$ cat src/hw/guard_consts.vh
/*
  Constants of the speed-bin timing guard: register map, field ranges,
  command codes and the timing limits in picoseconds.
  Assumes it is included by the guard module only.
*/
// ------------------------------------------------------------
// How it works
// - ACT to column access waits tRCD
// - bank open between 32 ns and 9 tREFI; past 9 tREFI the code only sets ras_err
// - ACT to ACT or REF waits tRC
// - DBI read latency only from allowed set
// - latency times clock must cover tAA
// - clock fits both CL and CWL bands
// - latency times clock within tAA max
// - reserved latency and clock pairs refused
// - optional values only when part supports
// - tables only with DLL on, no geardown
// - below 1600 MT/s use slow limits
// - refresh every 7.8 us, hot 3.9 us
// - DLL off clock between 8 and 20 ns
// - same group column gap max(5nCK,5 ns)
// - other group column gap 4 clocks
// ------------------------------------------------------------
`ifndef GUARD_CONSTS_VH
`define GUARD_CONSTS_VH

// register byte offsets
`define A_CTRL 8'h00
`define A_TCK 8'h04
`define A_CMD 8'h08
`define A_STAT 8'h0C

// control fields
`define F_CL 4:0
`define F_CWL 9:5
`define F_DBI 10
`define F_OPT 11
`define F_DLLOFF 12
`define F_GEAR 13
`define F_HOT 14
`define F_EN 15
`define CTRL_RST 16'h0000
`define TCK_RST 16'h0000

// command codes
`define C_ACT 3'h1
`define C_RD 3'h2
`define C_WR 3'h3
`define C_PRE 3'h4
`define C_REF 3'h5

// fast grade limits, ps
`define T_RCD 28'h0003750
`define T_RCD_OPT 28'h00035B6
`define T_RAS 28'h0007D00
`define T_RC 28'h000B450
`define T_RC_OPT 28'h000B2B6
// slow grade limits, ps
`define S_RCD 28'h00035B6
`define S_RCD_OPT 28'h00034BC
`define S_RAS 28'h00088B8
`define S_RC 28'h000BE6E
`define S_RC_OPT 28'h000BD74
// access time ceiling, ps
`define T_AA_MAX 20'h04650
// column spacing
`define T_CCDL 16'h1388
`define S_CCDL 16'h186A
`define N_CCDL 3'h5
`define N_CCDS 3'h4
// refresh interval, ps
`define T_REFI 28'h07704C0
`define T_REFI_HOT 28'h03B8260
// clock period bounds, ps
`define TCK_1600 16'h04E2
`define DLLOFF_MIN 16'h1F40
`define DLLOFF_MAX 16'h4E20
`define DBI_NCK 2'h3
`define SAT 28'hFFFFFFF

`endif

$ cat src/hw/ddr4_speed_bin_timing_guard.v
/*
  Host-side timing guard for a 2400 MT/s DDR4 part. Software programs
  latencies, clock period and one pending command over APB; the guard
  holds the command until every per-bank and column limit is met, then
  drives it on the command pins. It also schedules refresh and checks
  read data arrival.
  Assumes a single 20 MHz clock; the link clock is made here by a
  divider, and the read-data flag from the part arrives asynchronously.
*/
// The register offsets and the APB interface to the registers are this design's own decisions.
`timescale 1ns/1ps
`include "guard_consts.vh"

module ddr4_speed_bin_timing_guard #(
  parameter CK_DIV = 4,
  parameter NBANK = 16
) (
  // clock and reset
  input wire sys_clk_in,
  input wire rst_in,
  // apb slave
  input wire psel_in,
  input wire penable_in,
  input wire pwrite_in,
  input wire [7:0] paddr_in,
  input wire [31:0] pwdata_in,
  output reg [31:0] prdata_out,
  output wire pready_out,
  output wire pslverr_out,
  // memory command link
  output reg ck_out,
  output reg [2:0] cmd_out,
  output reg [3:0] bank_out,
  output reg cmd_valid_out,
  input wire rd_data_valid_in
);

  // ----------------------------------------------------------
  // registers and derived settings
  // ----------------------------------------------------------
  localparam integer DIV_LAST_I = CK_DIV - 1;
  localparam integer DIV_HALF_I = CK_DIV / 2;
  localparam [7:0] DIV_LAST = DIV_LAST_I[7:0];
  localparam [7:0] DIV_HALF = DIV_HALF_I[7:0];

  reg [15:0] ctrl;
  reg [15:0] tck;
  reg [2:0] p_cmd;
  reg [3:0] p_bank;
  reg busy;
  reg ras_err;
  reg lat_err;
  reg [7:0] div;
  wire tick = (div == DIV_LAST);
  wire [4:0] cl = ctrl[`F_CL];
  wire [4:0] cwl = ctrl[`F_CWL];
  wire dbi = ctrl[`F_DBI];
  wire opt = ctrl[`F_OPT];
  wire en = ctrl[`F_EN];
  wire [27:0] tck28 = {12'h000, tck};

  // slow grade limits below 1600 MT/s or with DLL off
  wire slow = (tck > `TCK_1600) | ctrl[`F_DLLOFF];
  // optional shorter figures only when the part allows
  wire [27:0] trcd = slow ? (opt ? `S_RCD_OPT : `S_RCD) :
                     (opt ? `T_RCD_OPT : `T_RCD);
  wire [27:0] tras = slow ? `S_RAS : `T_RAS;
  wire [27:0] trc = slow ? (opt ? `S_RC_OPT : `S_RC) :
                    (opt ? `T_RC_OPT : `T_RC);
  wire [15:0] tccdl = slow ? `S_CCDL : `T_CCDL;
  wire [27:0] trefi = ctrl[`F_HOT] ? `T_REFI_HOT : `T_REFI;
  // open limit is nine refresh intervals
  wire [31:0] ras_max = {4'h0, trefi} * 32'h9;

  // ----------------------------------------------------------
  // latency and clock legality
  // ----------------------------------------------------------
  wire [20:0] aa_ps = cl * tck;
  wire [4:0] rl_dbi = cl + ((cl >= 5'd15) ? 5'd3 : 5'd2);
  reg band;
  reg cw2;

  // clock period band for each CL at this speed bin
  always @* begin
    band = 1'b0;
    cw2 = 1'b0;
    case (cl)
      5'd9, 5'd10: begin
        cw2 = (cwl == 5'd9);
        band = cw2 & (tck >= 16'd1500) & (tck <= 16'd1600);
      end
      5'd11, 5'd12: begin
        cw2 = (cwl == 5'd9) | (cwl == 5'd11);
        band = cw2 & (tck >= 16'd1250) & (tck < 16'd1500);
      end
      5'd13, 5'd14: begin
        cw2 = (cwl == 5'd10) | (cwl == 5'd12);
        band = cw2 & (tck >= 16'd1071) & (tck < 16'd1250);
      end
      5'd15, 5'd16: begin
        cw2 = (cwl == 5'd11) | (cwl == 5'd14);
        band = cw2 & (tck >= 16'd938) & (tck < 16'd1071);
      end
      5'd17, 5'd18: begin
        cw2 = (cwl == 5'd12) | (cwl == 5'd16);
        band = cw2 & (tck >= 16'd833) & (tck < 16'd938);
      end
      default: begin
        band = 1'b0;
      end
    endcase
  end

  // optional rows need the support bit
  wire opt_row = (cl == 5'd11) | (cl == 5'd13) | (cl == 5'd15);
  wire opt_ok = ~opt_row | opt;
  wire aa_ok = ({7'h00, aa_ps} >= trcd) &
               ({7'h00, aa_ps} <= {8'h00, `T_AA_MAX});
  wire dbi_ok = ~dbi | ((rl_dbi >= 5'd12) & (rl_dbi <= 5'd21) &
                (rl_dbi != 5'd17));
  wire dll_ok = (tck >= `DLLOFF_MIN) & (tck <= `DLLOFF_MAX);
  wire cfg_ok = ctrl[`F_DLLOFF] ? dll_ok :
                (~ctrl[`F_GEAR] & band & aa_ok & opt_ok & dbi_ok);

  // ----------------------------------------------------------
  // per bank elapsed time since activate and precharge
  // ----------------------------------------------------------
  wire [NBANK-1:0] open_v;
  wire [NBANK-1:0] rcd_ok;
  wire [NBANK-1:0] ras_ok;
  wire [NBANK-1:0] rc_ok;
  wire [NBANK-1:0] rp_ok;
  wire [NBANK-1:0] over_v;
  wire go;
  wire [2:0] i_cmd;
  wire [3:0] i_bank;

  genvar b;
  generate
    for (b = 0; b < NBANK; b = b + 1) begin : g_bank
      reg [27:0] act_ps;
      reg [27:0] pre_ps;
      reg open;
      wire hit = go & (i_bank == b);
      // counts whole link clocks so limits round up; the
      // issuing clock itself counts as the first elapsed one
      always @(posedge sys_clk_in) begin
        if (rst_in) begin
          act_ps <= `SAT;
          pre_ps <= `SAT;
          open <= 1'b0;
        end else if (tick) begin
          if (hit & (i_cmd == `C_ACT)) begin
            act_ps <= tck28;
            open <= 1'b1;
          end else if (~&act_ps[27:24]) begin
            act_ps <= act_ps + tck28;
          end
          if (hit & (i_cmd == `C_PRE)) begin
            pre_ps <= tck28;
            open <= 1'b0;
          end else if (~&pre_ps[27:24]) begin
            pre_ps <= pre_ps + tck28;
          end
        end
      end
      assign open_v[b] = open;
      assign rcd_ok[b] = act_ps >= trcd;
      assign ras_ok[b] = act_ps >= tras;
      assign rc_ok[b] = act_ps >= trc;
      assign rp_ok[b] = pre_ps >= trcd;
      assign over_v[b] = open & ({4'h0, act_ps} >= ras_max);
    end
  endgenerate

  // ----------------------------------------------------------
  // column spacing and refresh interval
  // ----------------------------------------------------------
  reg [15:0] col_ps;
  reg [2:0] col_nck;
  reg [1:0] last_bg;
  reg [27:0] ref_ps;
  wire ref_due = en & (ref_ps >= trefi);
  wire col_ok = (p_bank[3:2] == last_bg) ?
                ((col_nck >= `N_CCDL) & (col_ps >= tccdl)) :
                (col_nck >= `N_CCDS);
  wire idle = ~|open_v & (&rc_ok) & (&rp_ok);

  // legality of the pending command at this instant
  reg legal;
  always @* begin
    case (p_cmd)
      `C_ACT: legal = ~open_v[p_bank] & rc_ok[p_bank] &
                      rp_ok[p_bank] & ~ref_due;
      `C_RD, `C_WR: legal = open_v[p_bank] & rcd_ok[p_bank] &
                            col_ok;
      `C_PRE: legal = ~open_v[p_bank] | ras_ok[p_bank];
      `C_REF: legal = idle;
      default: legal = 1'b0;
    endcase
  end

  // refresh takes priority over the software command
  wire go_ref = tick & ref_due & idle & cfg_ok;
  wire go_sw = tick & busy & legal & cfg_ok & en & ~go_ref;
  assign go = go_ref | go_sw;
  assign i_cmd = go_ref ? `C_REF : p_cmd;
  assign i_bank = go_ref ? 4'h0 : p_bank;
  wire is_col = go_sw & ((p_cmd == `C_RD) | (p_cmd == `C_WR));
  wire is_ref = go & (i_cmd == `C_REF);

  // column and refresh timers
  always @(posedge sys_clk_in) begin
    if (rst_in) begin
      col_ps <= 16'hFFFF;
      col_nck <= 3'h7;
      last_bg <= 2'h0;
      ref_ps <= 28'h0000000;
    end else if (tick) begin
      if (is_col) begin
        col_ps <= tck;
        col_nck <= 3'h1;
        last_bg <= p_bank[3:2];
      end else begin
        if (~&col_nck) col_nck <= col_nck + 3'h1;
        if ({1'b0, col_ps} + {1'b0, tck} <= 17'h0FFFF)
          col_ps <= col_ps + tck;
        else
          col_ps <= 16'hFFFF;
      end
      if (~en) ref_ps <= 28'h0000000;
      else if (is_ref) ref_ps <= tck28;
      else if (~&ref_ps[27:24]) ref_ps <= ref_ps + tck28;
    end
  end

  // ----------------------------------------------------------
  // link clock and command pins
  // ----------------------------------------------------------
  always @(posedge sys_clk_in) begin
    if (rst_in) begin
      div <= 8'h00;
      ck_out <= 1'b0;
      cmd_out <= 3'h0;
      bank_out <= 4'h0;
      cmd_valid_out <= 1'b0;
    end else begin
      div <= tick ? 8'h00 : div + 8'h01;
      ck_out <= tick | ((div + 8'h01) < DIV_HALF);
      cmd_valid_out <= go;
      if (go) begin
        cmd_out <= i_cmd;
        bank_out <= i_bank;
      end
    end
  end

  // ----------------------------------------------------------
  // read data arrival check
  // ----------------------------------------------------------
  reg dv_s1;
  reg dv_s2;
  reg dv_s3;
  reg rd_pend;
  reg [19:0] rd_ps;
  wire [19:0] dbi_add = dbi ? ({4'h0, tck} * `DBI_NCK) : 20'h00000;
  wire [19:0] aa_lo = trcd[19:0] + dbi_add;
  wire [19:0] aa_hi = `T_AA_MAX + dbi_add;
  wire dv_rise = dv_s2 & ~dv_s3;
  wire early = dv_rise & rd_pend & (rd_ps < aa_lo);
  wire late = rd_pend & (rd_ps > aa_hi);

  // synchroniser, then edge against the timer
  always @(posedge sys_clk_in) begin
    if (rst_in) begin
      dv_s1 <= 1'b0;
      dv_s2 <= 1'b0;
      dv_s3 <= 1'b0;
      rd_pend <= 1'b0;
      rd_ps <= 20'h00000;
    end else begin
      dv_s1 <= rd_data_valid_in;
      dv_s2 <= dv_s1;
      dv_s3 <= dv_s2;
      if (is_col & (p_cmd == `C_RD)) begin
        rd_pend <= 1'b1;
        rd_ps <= 20'h00000;
      end else if (dv_rise | late) begin
        rd_pend <= 1'b0;
      end else if (tick & rd_pend) begin
        rd_ps <= rd_ps + {4'h0, tck};
      end
    end
  end

  // ----------------------------------------------------------
  // apb slave: zero wait, registered read data
  // ----------------------------------------------------------
  wire setup = psel_in & ~penable_in;
  wire acc = psel_in & penable_in;
  wire hit_a = (paddr_in == `A_CTRL) | (paddr_in == `A_TCK) |
               (paddr_in == `A_CMD) | (paddr_in == `A_STAT);
  wire bad_cmd = (pwdata_in[2:0] == 3'h0) | (pwdata_in[2:0] > `C_REF);
  wire cmd_no = pwrite_in & (paddr_in == `A_CMD) &
                (busy | ~cfg_ok | ~en | bad_cmd);
  wire wr = acc & pwrite_in & hit_a & ~cmd_no;
  wire clr_w = wr & (paddr_in == `A_STAT);
  assign pready_out = 1'b1;
  assign pslverr_out = acc & (~hit_a | cmd_no);

  // register writes; sticky flags let the set win
  always @(posedge sys_clk_in) begin
    if (rst_in) begin
      ctrl <= `CTRL_RST;
      tck <= `TCK_RST;
      p_cmd <= 3'h0;
      p_bank <= 4'h0;
      busy <= 1'b0;
      ras_err <= 1'b0;
      lat_err <= 1'b0;
    end else begin
      if (wr & (paddr_in == `A_CTRL)) ctrl <= pwdata_in[15:0];
      if (wr & (paddr_in == `A_TCK)) tck <= pwdata_in[15:0];
      if (wr & (paddr_in == `A_CMD)) begin
        p_cmd <= pwdata_in[2:0];
        p_bank <= pwdata_in[7:4];
        busy <= 1'b1;
      end else if (go_sw) begin
        busy <= 1'b0;
      end
      ras_err <= (|over_v) | (ras_err & ~(clr_w & pwdata_in[2]));
      lat_err <= early | late | (lat_err & ~(clr_w & pwdata_in[3]));
    end
  end

  // read data captured in the setup cycle
  always @(posedge sys_clk_in) begin
    if (rst_in) begin
      prdata_out <= 32'h00000000;
    end else if (setup & ~pwrite_in) begin
      case (paddr_in)
        `A_CTRL: prdata_out <= {16'h0000, ctrl};
        `A_TCK: prdata_out <= {16'h0000, tck};
        `A_CMD: prdata_out <= {24'h000000, p_bank, 1'b0, p_cmd};
        `A_STAT: prdata_out <= {open_v, 10'h000, rd_pend, ref_due,
                                lat_err, ras_err, cfg_ok, busy};
        default: prdata_out <= 32'h00000000;
      endcase
    end
  end

endmodule

$ cat config.mk
export PLATFORM = sky130hd
export DESIGN_NAME = ddr4_speed_bin_timing_guard
export DESIGN_NICKNAME = d
export VERILOG_FILES = /design/src/hw/ddr4_speed_bin_timing_guard.v
export VERILOG_INCLUDE_DIRS = /design/src /design/src/hw
export SDC_FILE = /design/constraint.sdc
export NUM_CORES = 2
export LEC_CHECK = 0
export BUFFER_PORTS_ARGS = -buffer_cell sky130_fd_sc_hd__buf_2
export CAP_MARGIN = 15
export CORE_MARGIN = 2
export CORE_UTILIZATION = 25
export CTS_CLUSTER_DIAMETER = 100
export CTS_CLUSTER_SIZE = 8
export DETAILED_ROUTE_END_ITERATION = 16
export PLACE_DENSITY = 0.36
export SLEW_MARGIN = 20
export SYNTH_ARGS = -nofsm -noshare
export SYNTH_HDL_FRONTEND = slang
export SYNTH_SLANG_ARGS = --single-unit
$ cat constraint.sdc
create_clock -name sys_clk_in -period 21.1 [get_ports sys_clk_in]
set_clock_uncertainty 0.15 [all_clocks]
set_input_delay 0 -clock sys_clk_in [delete_from_list [all_inputs] [get_ports sys_clk_in]]
set_output_delay 0 -clock sys_clk_in [all_outputs]
set_load 0.01 [all_outputs]
---- Word-level counts from Yosys, hierarchy flattened ----
Index checks and enable logic that the tools add are counted.
operators by class
  magnitude comparators ................... 108
  reduce and logical (&&, ||, !) cells .... 120
  mux-type cells .......................... 135
  eq/ne operators ......................... 79
  bitwise logic cells ..................... 165
  add/subtract/negate cells ............... 41
  multipliers ............................. 3
operators by type and width
  operator               count
  $mux 28                67
  $add 28x16->28         33
  $ge 28x14->1           32
  $ge 28x16->1           32
  $ge 28x27->1           16
  $reduce_and 4->1       33
  $pmux 32 s4            1
  $and 1x1->1            124
  $reduce_and 2->1       52
  $ne 2x2->1 const B     33
  $eq 5x4->1 const B     12
  $ge 16x11->1 const B   3
  $lt 16x11->1 const B   3
  $mux 16                3
  $mux 1                 44
  $reduce_bool 2->1      18
  $eq 4x4->1 const B     8
  $ge 16x10->1 const B   2
  $reduce_and 16->1      2
  $reduce_or 16->1       2
  $mux 10                3
  $ge 28x23->1           1
  $mul 23x4->27 const B  1
  $or 1x1->1             25
  57 further kinds       101
storage, ports and cells
  word-level logic and storage cells ...... 721
  register bits ........................... 1076
  input port bits ......................... 46
  output and inout bits ................... 43

---- Longest topological paths before layout ----
  word-level depth ........................ 22
  depth in mapped cells ................... 33
  depth with buffers taken out ............ 27

---- Worst setup path after synthesis ----
OpenSTA, ideal clock, no wires.
  kind .................................... flip-flop to flip-flop
  from .................................... reg tck[2]
  to ...................................... reg g_bank[13].pre_ps[3]
  library setup time ...................... 0.120 ns
  data required time ...................... 20.830 ns
  arrival ................................. 12.893 ns
  buffers on the path ..................... 6
  stages on the path, launching flop included .. 32
  clock period less this slack ............ 13.163 ns
  setup slack ............................. 7.937 ns
  path through ............................ dfxtp_1 clkinv_1 ha_1 nor2b_1 a311oi_1 o211a_1 nor2_4 inv_2 buf_2 buf_2 buf_2 nand2b_1 inv_1 nor2_1 inv_1 ha_1 nand3_1 or4_1 or4_1 nand3_1 maj3_1 a41oi_1 or4bb_1 nor4_4 nand2_2 o21ai_4 o2111ai_4 buf_6 buf_8 buf_8 o21a_1 a211o_1
between the ends
  cells in the longest elaborated chain, start to end .. 19
  elaborated cells between the ends (all ways) .. 144
  those cells by class .................... 1 x add/sub; 1 x mul; 80 x order compare; 3 x eq/ne; 20 x mux; 36 x bitwise; 3 x reduce/logical
ends and longest elaborated chain
  what                               line                               RTL
  start, declared                    ddr4_speed_bin_timing_guard.v:47   reg [15:0] tck;
  start signal, assigned             ddr4_speed_bin_timing_guard.v:315  tck <= `TCK_RST;
  start signal, assigned             ddr4_speed_bin_timing_guard.v:323  if (wr & (paddr_in == `A_TCK)) tck <= pwdata_in[15:0];
  $gt 16x11->1 (no source line)      n/a
  $or 1x1->1                         ddr4_speed_bin_timing_guard.v:63   wire slow = (tck > `TCK_1600) | ctrl[`F_DLLOFF];
  $mux 12                            ddr4_speed_bin_timing_guard.v:68   wire [27:0] trc = slow ? (opt ? `S_RC_OPT : `S_RC) :
  $ge 28x16->1                       ddr4_speed_bin_timing_guard.v:170  assign rc_ok[b] = act_ps >= trc;
  $bmux 1 s4                         ddr4_speed_bin_timing_guard.v:193  `C_ACT: legal = ~open_v[p_bank] & rc_ok[p_bank] &
  $mux 1 (not written as such)       ddr4_speed_bin_timing_guard.v:193
  $and 1x1->1 (2 in series)          ddr4_speed_bin_timing_guard.v:193
  $and 1x1->1                        ddr4_speed_bin_timing_guard.v:194  rp_ok[p_bank] & ~ref_due;
  $pmux 1 s4                         ddr4_speed_bin_timing_guard.v:192  case (p_cmd)
  $and 1x1->1 (4 in series)          ddr4_speed_bin_timing_guard.v:205  wire go_sw = tick & busy & legal & cfg_ok & en & ~go_ref;
  $or 1x1->1                         ddr4_speed_bin_timing_guard.v:206  assign go = go_ref | go_sw;
  $and 1x1->1                        ddr4_speed_bin_timing_guard.v:144  wire hit = go & (i_bank == b);
  $and 1x1->1                        ddr4_speed_bin_timing_guard.v:159  if (hit & (i_cmd == `C_PRE)) begin
  $ne 2x2->1 (no source line)        n/a
  $reduce_and 2->1 (no source line)  n/a
  end signal, assigned               ddr4_speed_bin_timing_guard.v:150  pre_ps <= `SAT;
  end signal, assigned               ddr4_speed_bin_timing_guard.v:160  pre_ps <= tck28;
  end signal, assigned               ddr4_speed_bin_timing_guard.v:163  pre_ps <= pre_ps + tck28;
  end, declared                      ddr4_speed_bin_timing_guard.v:142  reg [27:0] pre_ps;
Parallel ways exist; a longest one is shown, timed or not. The select of a mux whose other input is x is not followed.
A chain may end at the register's enable or synchronous reset.

---- Final worst setup path ----
  from .................................... reg tck[12]
  to ...................................... reg g_bank[9].act_ps[15]
between the ends
  cells in the longest elaborated chain, start to end .. 19
  elaborated cells between the ends (all ways) .. 144
  those cells by class .................... 1 x add/sub; 1 x mul; 80 x order compare; 3 x eq/ne; 20 x mux; 36 x bitwise; 3 x reduce/logical
ends and longest elaborated chain
  what                               line                               RTL
  $gt 16x11->1 (no source line)      n/a
  $or 1x1->1                         ddr4_speed_bin_timing_guard.v:63
  $mux 12                            ddr4_speed_bin_timing_guard.v:68
  $ge 28x16->1                       ddr4_speed_bin_timing_guard.v:170
  $bmux 1 s4                         ddr4_speed_bin_timing_guard.v:193
  $mux 1 (not written as such)       ddr4_speed_bin_timing_guard.v:193
  $and 1x1->1 (2 in series)          ddr4_speed_bin_timing_guard.v:193
  $and 1x1->1                        ddr4_speed_bin_timing_guard.v:194
  $pmux 1 s4                         ddr4_speed_bin_timing_guard.v:192
  $and 1x1->1 (4 in series)          ddr4_speed_bin_timing_guard.v:205
  $or 1x1->1                         ddr4_speed_bin_timing_guard.v:206
  $and 1x1->1                        ddr4_speed_bin_timing_guard.v:144
  $and 1x1->1                        ddr4_speed_bin_timing_guard.v:153  if (hit & (i_cmd == `C_ACT)) begin
  $ne 2x2->1 (no source line)        n/a
  $reduce_and 2->1 (no source line)  n/a
  end signal, assigned               ddr4_speed_bin_timing_guard.v:149  act_ps <= `SAT;
  end signal, assigned               ddr4_speed_bin_timing_guard.v:154  act_ps <= tck28;
  end signal, assigned               ddr4_speed_bin_timing_guard.v:157  act_ps <= act_ps + tck28;
  end, declared                      ddr4_speed_bin_timing_guard.v:141  reg [27:0] act_ps;
Parallel ways exist; a longest one is shown, timed or not. The select of a mux whose other input is x is not followed.

==> run_results.csv <==
group,metric,value,unit
logic_synthesis,syn_inst,11997,
floorplan,fp.coreArea,389400,sq um
sta,period_share,57.32,%
global_routing,grt_max_degree,146,
logic_synthesis,ys_ff_latch,1076,
logic_synthesis,ys_async_sr_fraction,0,%
floorplan,rows,229,
logic_synthesis,ys_types,105,
worst_hold_path,min-delay-path-class,"in -> reg",
global_routing,antenna_found_initial,29,
worst_hold_path,whs_path_depth,5,
sta,finalHoldViolCount,0,
floorplan,pin_count,89,
cells_and_area,final_cells,17197,
logic_synthesis,syn_nets,13521,
cells_and_area,syn_to_final_growth,11.86,%
logic_synthesis,syn_area,97830,sq um
drt,vias,92985,
floorplan,initial_core_util,25.12,%
logic_synthesis,syn_area_per_cell,8.155,sq um
cells_and_area,drive_gt1_share,5.878,%
sta,finalSetupTns,0,ns
floorplan,die_h,629.6,um
sta,finalSetupViolCount,0,
drt,wirelength,428900,um
logic_synthesis,synth-main-ff-cell,"dfxtp_1",
worst_setup_path,crit_path_max_fanout,44,
worst_setup_path,path_class,"reg -> reg",
floorplan,die_w,629.6,um
drt,wire_per_inst,24.94,um
power,finalPower,0.004718,W
place,gp_congestion,0.8641,
global_routing,grt-ovfl-total,0,
sta,worst_pin_slew,1.180,ns
cells_and_area,final_area,109400,sq um
sta,hold_slack,0.1018,ns
cells_and_area,final_common_cell,"ha_1",
power,powerDensity,43.11,nW/um^2
flow_run,maxCapViolations,0,
sta,slew_violations,0,
power,p_leak,46.89,nW
logic_synthesis,synth_top_area_share,22.02,%
status,status,"finished clean",
drt,first_pass_iters,6,
worst_setup_path,cp_slowest_stage_delay,0.88,ns
global_routing,grt_pass1_wl,624200,um
clock_tree,cts_tree,"built",
logic_synthesis,ys_top_cells_by_area,"dfxtp_1 22%, ha_1 18%, o21ai_0 5.1%, mux2i_1 4.2%, xnor2_1 3.5%",
logic_synthesis,synth_warnings,0,
logic_synthesis,synth_edf_count,0,
sta,rsz0062_at_grt,"no",
worst_setup_path,crit_slowest_cell,"a32oi_1",
place,place_hpwl,290700,um
drt,detail-route-antenna-nets,0,
floorplan,die_area,396400,sq um
drt,drcViolationCount,0,
place,io_buffer_count,71,
clock_tree,cts_sinks,1076,
sta,max_slew_margin,20.29,%
cells_and_area,final_cell_mix,"1399 x ha_1, 1056 x dfxtp_1, 988 x o21ai_0, 844 x nand2_1, 820 x nor2_1",
clock_tree,clock_path_buffers,4,
worst_setup_path,cp.required,21.64,ns
clock_tree,cts_resized,0,
worst_setup_path,rr_worst_depth,29,
worst_setup_path,startpoint_type,"register",
power,ir_drop,0.00006718,V
place,dp_cells,16941,
clock_tree,cts_max_level,4,
clock_tree,clk_latency,0.90,ns
sta,max_freq,82.68,MHz
clock_tree,post_cts_buffers,0,
drt,drt_iter0_markers,6247,
drt,vias_per_cell,5.407,
clock_tree,cts.clk_slew.worst_paths,0.05,ns
clock_tree,cts_root_buf,"clkbuf_16",
worst_setup_path,crit_top_cell,"buf_4",
worst_setup_path,arrival,12.63,ns
place,placed_cell_area,104400,sq um
logic_synthesis,synth.yosys.seq_area_share,22.02,%
global_routing,grt_usage,20.90,%
clock_tree,cts_hold_buf,57,
global_routing,grt_pass1_vias,90211,
cells_and_area,finalNetCount,13489,
worst_setup_path,critPathCaptureType,"register",
sta,min_period,12.09,ns
clock_tree,cts_buffers,160,
logic_synthesis,synth_area_leader_cell,"dfxtp_1",
-- routing by layer --
metal | wire (um) | GRT usage, % | up-vias
li1 | - | - | 44624
met2 | 194200 | 34.66 | 2212
met3 | 19940 | 2.488 | 565
met5 | 35 | 0 | -
met1 | 199400 | 28.08 | 45578
met4 | 15390 | 6.648 | 6
-- cell type report --
class	count	area, sq um
Tap cell	5197	6502
Timing Repair Buffer	331	2534
Antenna cell	6	15.01
Inverter	430	1639
Multi-Input combinational cell	9966	72750
Sequential cell	1076	21610
Clock buffer	175	4123
Clock inverter	16	271.5
Fill cell	41466	279900
-- power breakdown --
group	internal, W	total [W]	switching, W
Clock	0.00141	0.00252	0.00111
Combinational	0.0000345	0.000156	0.000121
Sequential	0.00203	0.00204	0.00000365
Total	0.00348	0.00472	0.00124
-- worst paths after layout --
| kind | from | endpoint | slack (ns) |
|---|---|---|---|
| max | tck[12] | g_bank[9].act_ps[15] | 9.01 |
| min | pwdata_in[3] | lat_err | 0.10 |
| max reg2reg | tck[12] | g_bank[9].act_ps[15] | 9.01 |
| min reg2reg | dv_s1 | dv_s2 | 0.28 |
-- cell usage after synthesis (125+ instances only) --
cell type  instances
ha_1            1399
dfxtp_1         1076
o21ai_0          989
nand2_1          854
nor2_1           841
a21oi_1          643
clkbuf_1         427
inv_1            414
mux2i_1          412
xnor2_1          395
a211oi_1         370
xor2_1           363
nand3_1          332
nor3_1           295
a21o_1           227
and3_1           215
nand4_1          182
o21a_1           181
nor4_1           173
a31oi_1          166
nor2b_1          147
and2_1           140
o211ai_1         140
nand2b_1         125
-- stage by stage --
stage          util, %  setup WS [ns]
2_1_floorplan        -          7.937
3_3_place_gp     26.81          9.145
3_5_place_dp     26.81          9.142
4_1_cts          28.09          9.118
5_1_grt          28.10          8.810
6_report         28.11          9.006
-- worst max-delay path: cells and delay by family (launching register included) --
family          cells  cell delay (ns)
compound gates      6             1.96
fa+ha+maj           2             0.78
buf+inv             9             3.85
flops               1             0.72
simple gates       12             4.23
-- registers in the layout (all words and copies together) (netlist names), 2 cells and up --
register	flops
col_nck	3
p_cmd	3
bank_out	4
g_bank.pre_ps	448
g_bank.act_ps	448
div	8
last_bg	2
col_ps	16
ctrl	16
prdata_out	32
ref_ps	28
rd_ps	20
g_bank.open	16
tck	16
p_bank	4
cmd_out	3
-- kinds of logic (layout without fill, tap and decap cells) --
logic type | Yosys count | count (layout) | share of synthesized area, %
other cells | 1 | 7 | 0.003833
compound gates | 3507 | 3507 | 23.35
simple gates | 3763 | 3763 | 19.55
flops | 1076 | 1076 | 22.02
buf+inv | 955 | 952 | 3.942
mux | 449 | 449 | 4.733
fa+ha+maj | 1488 | 1488 | 19.61
xor+xnor | 758 | 758 | 6.786
Power figures use the tool's default switching activity.
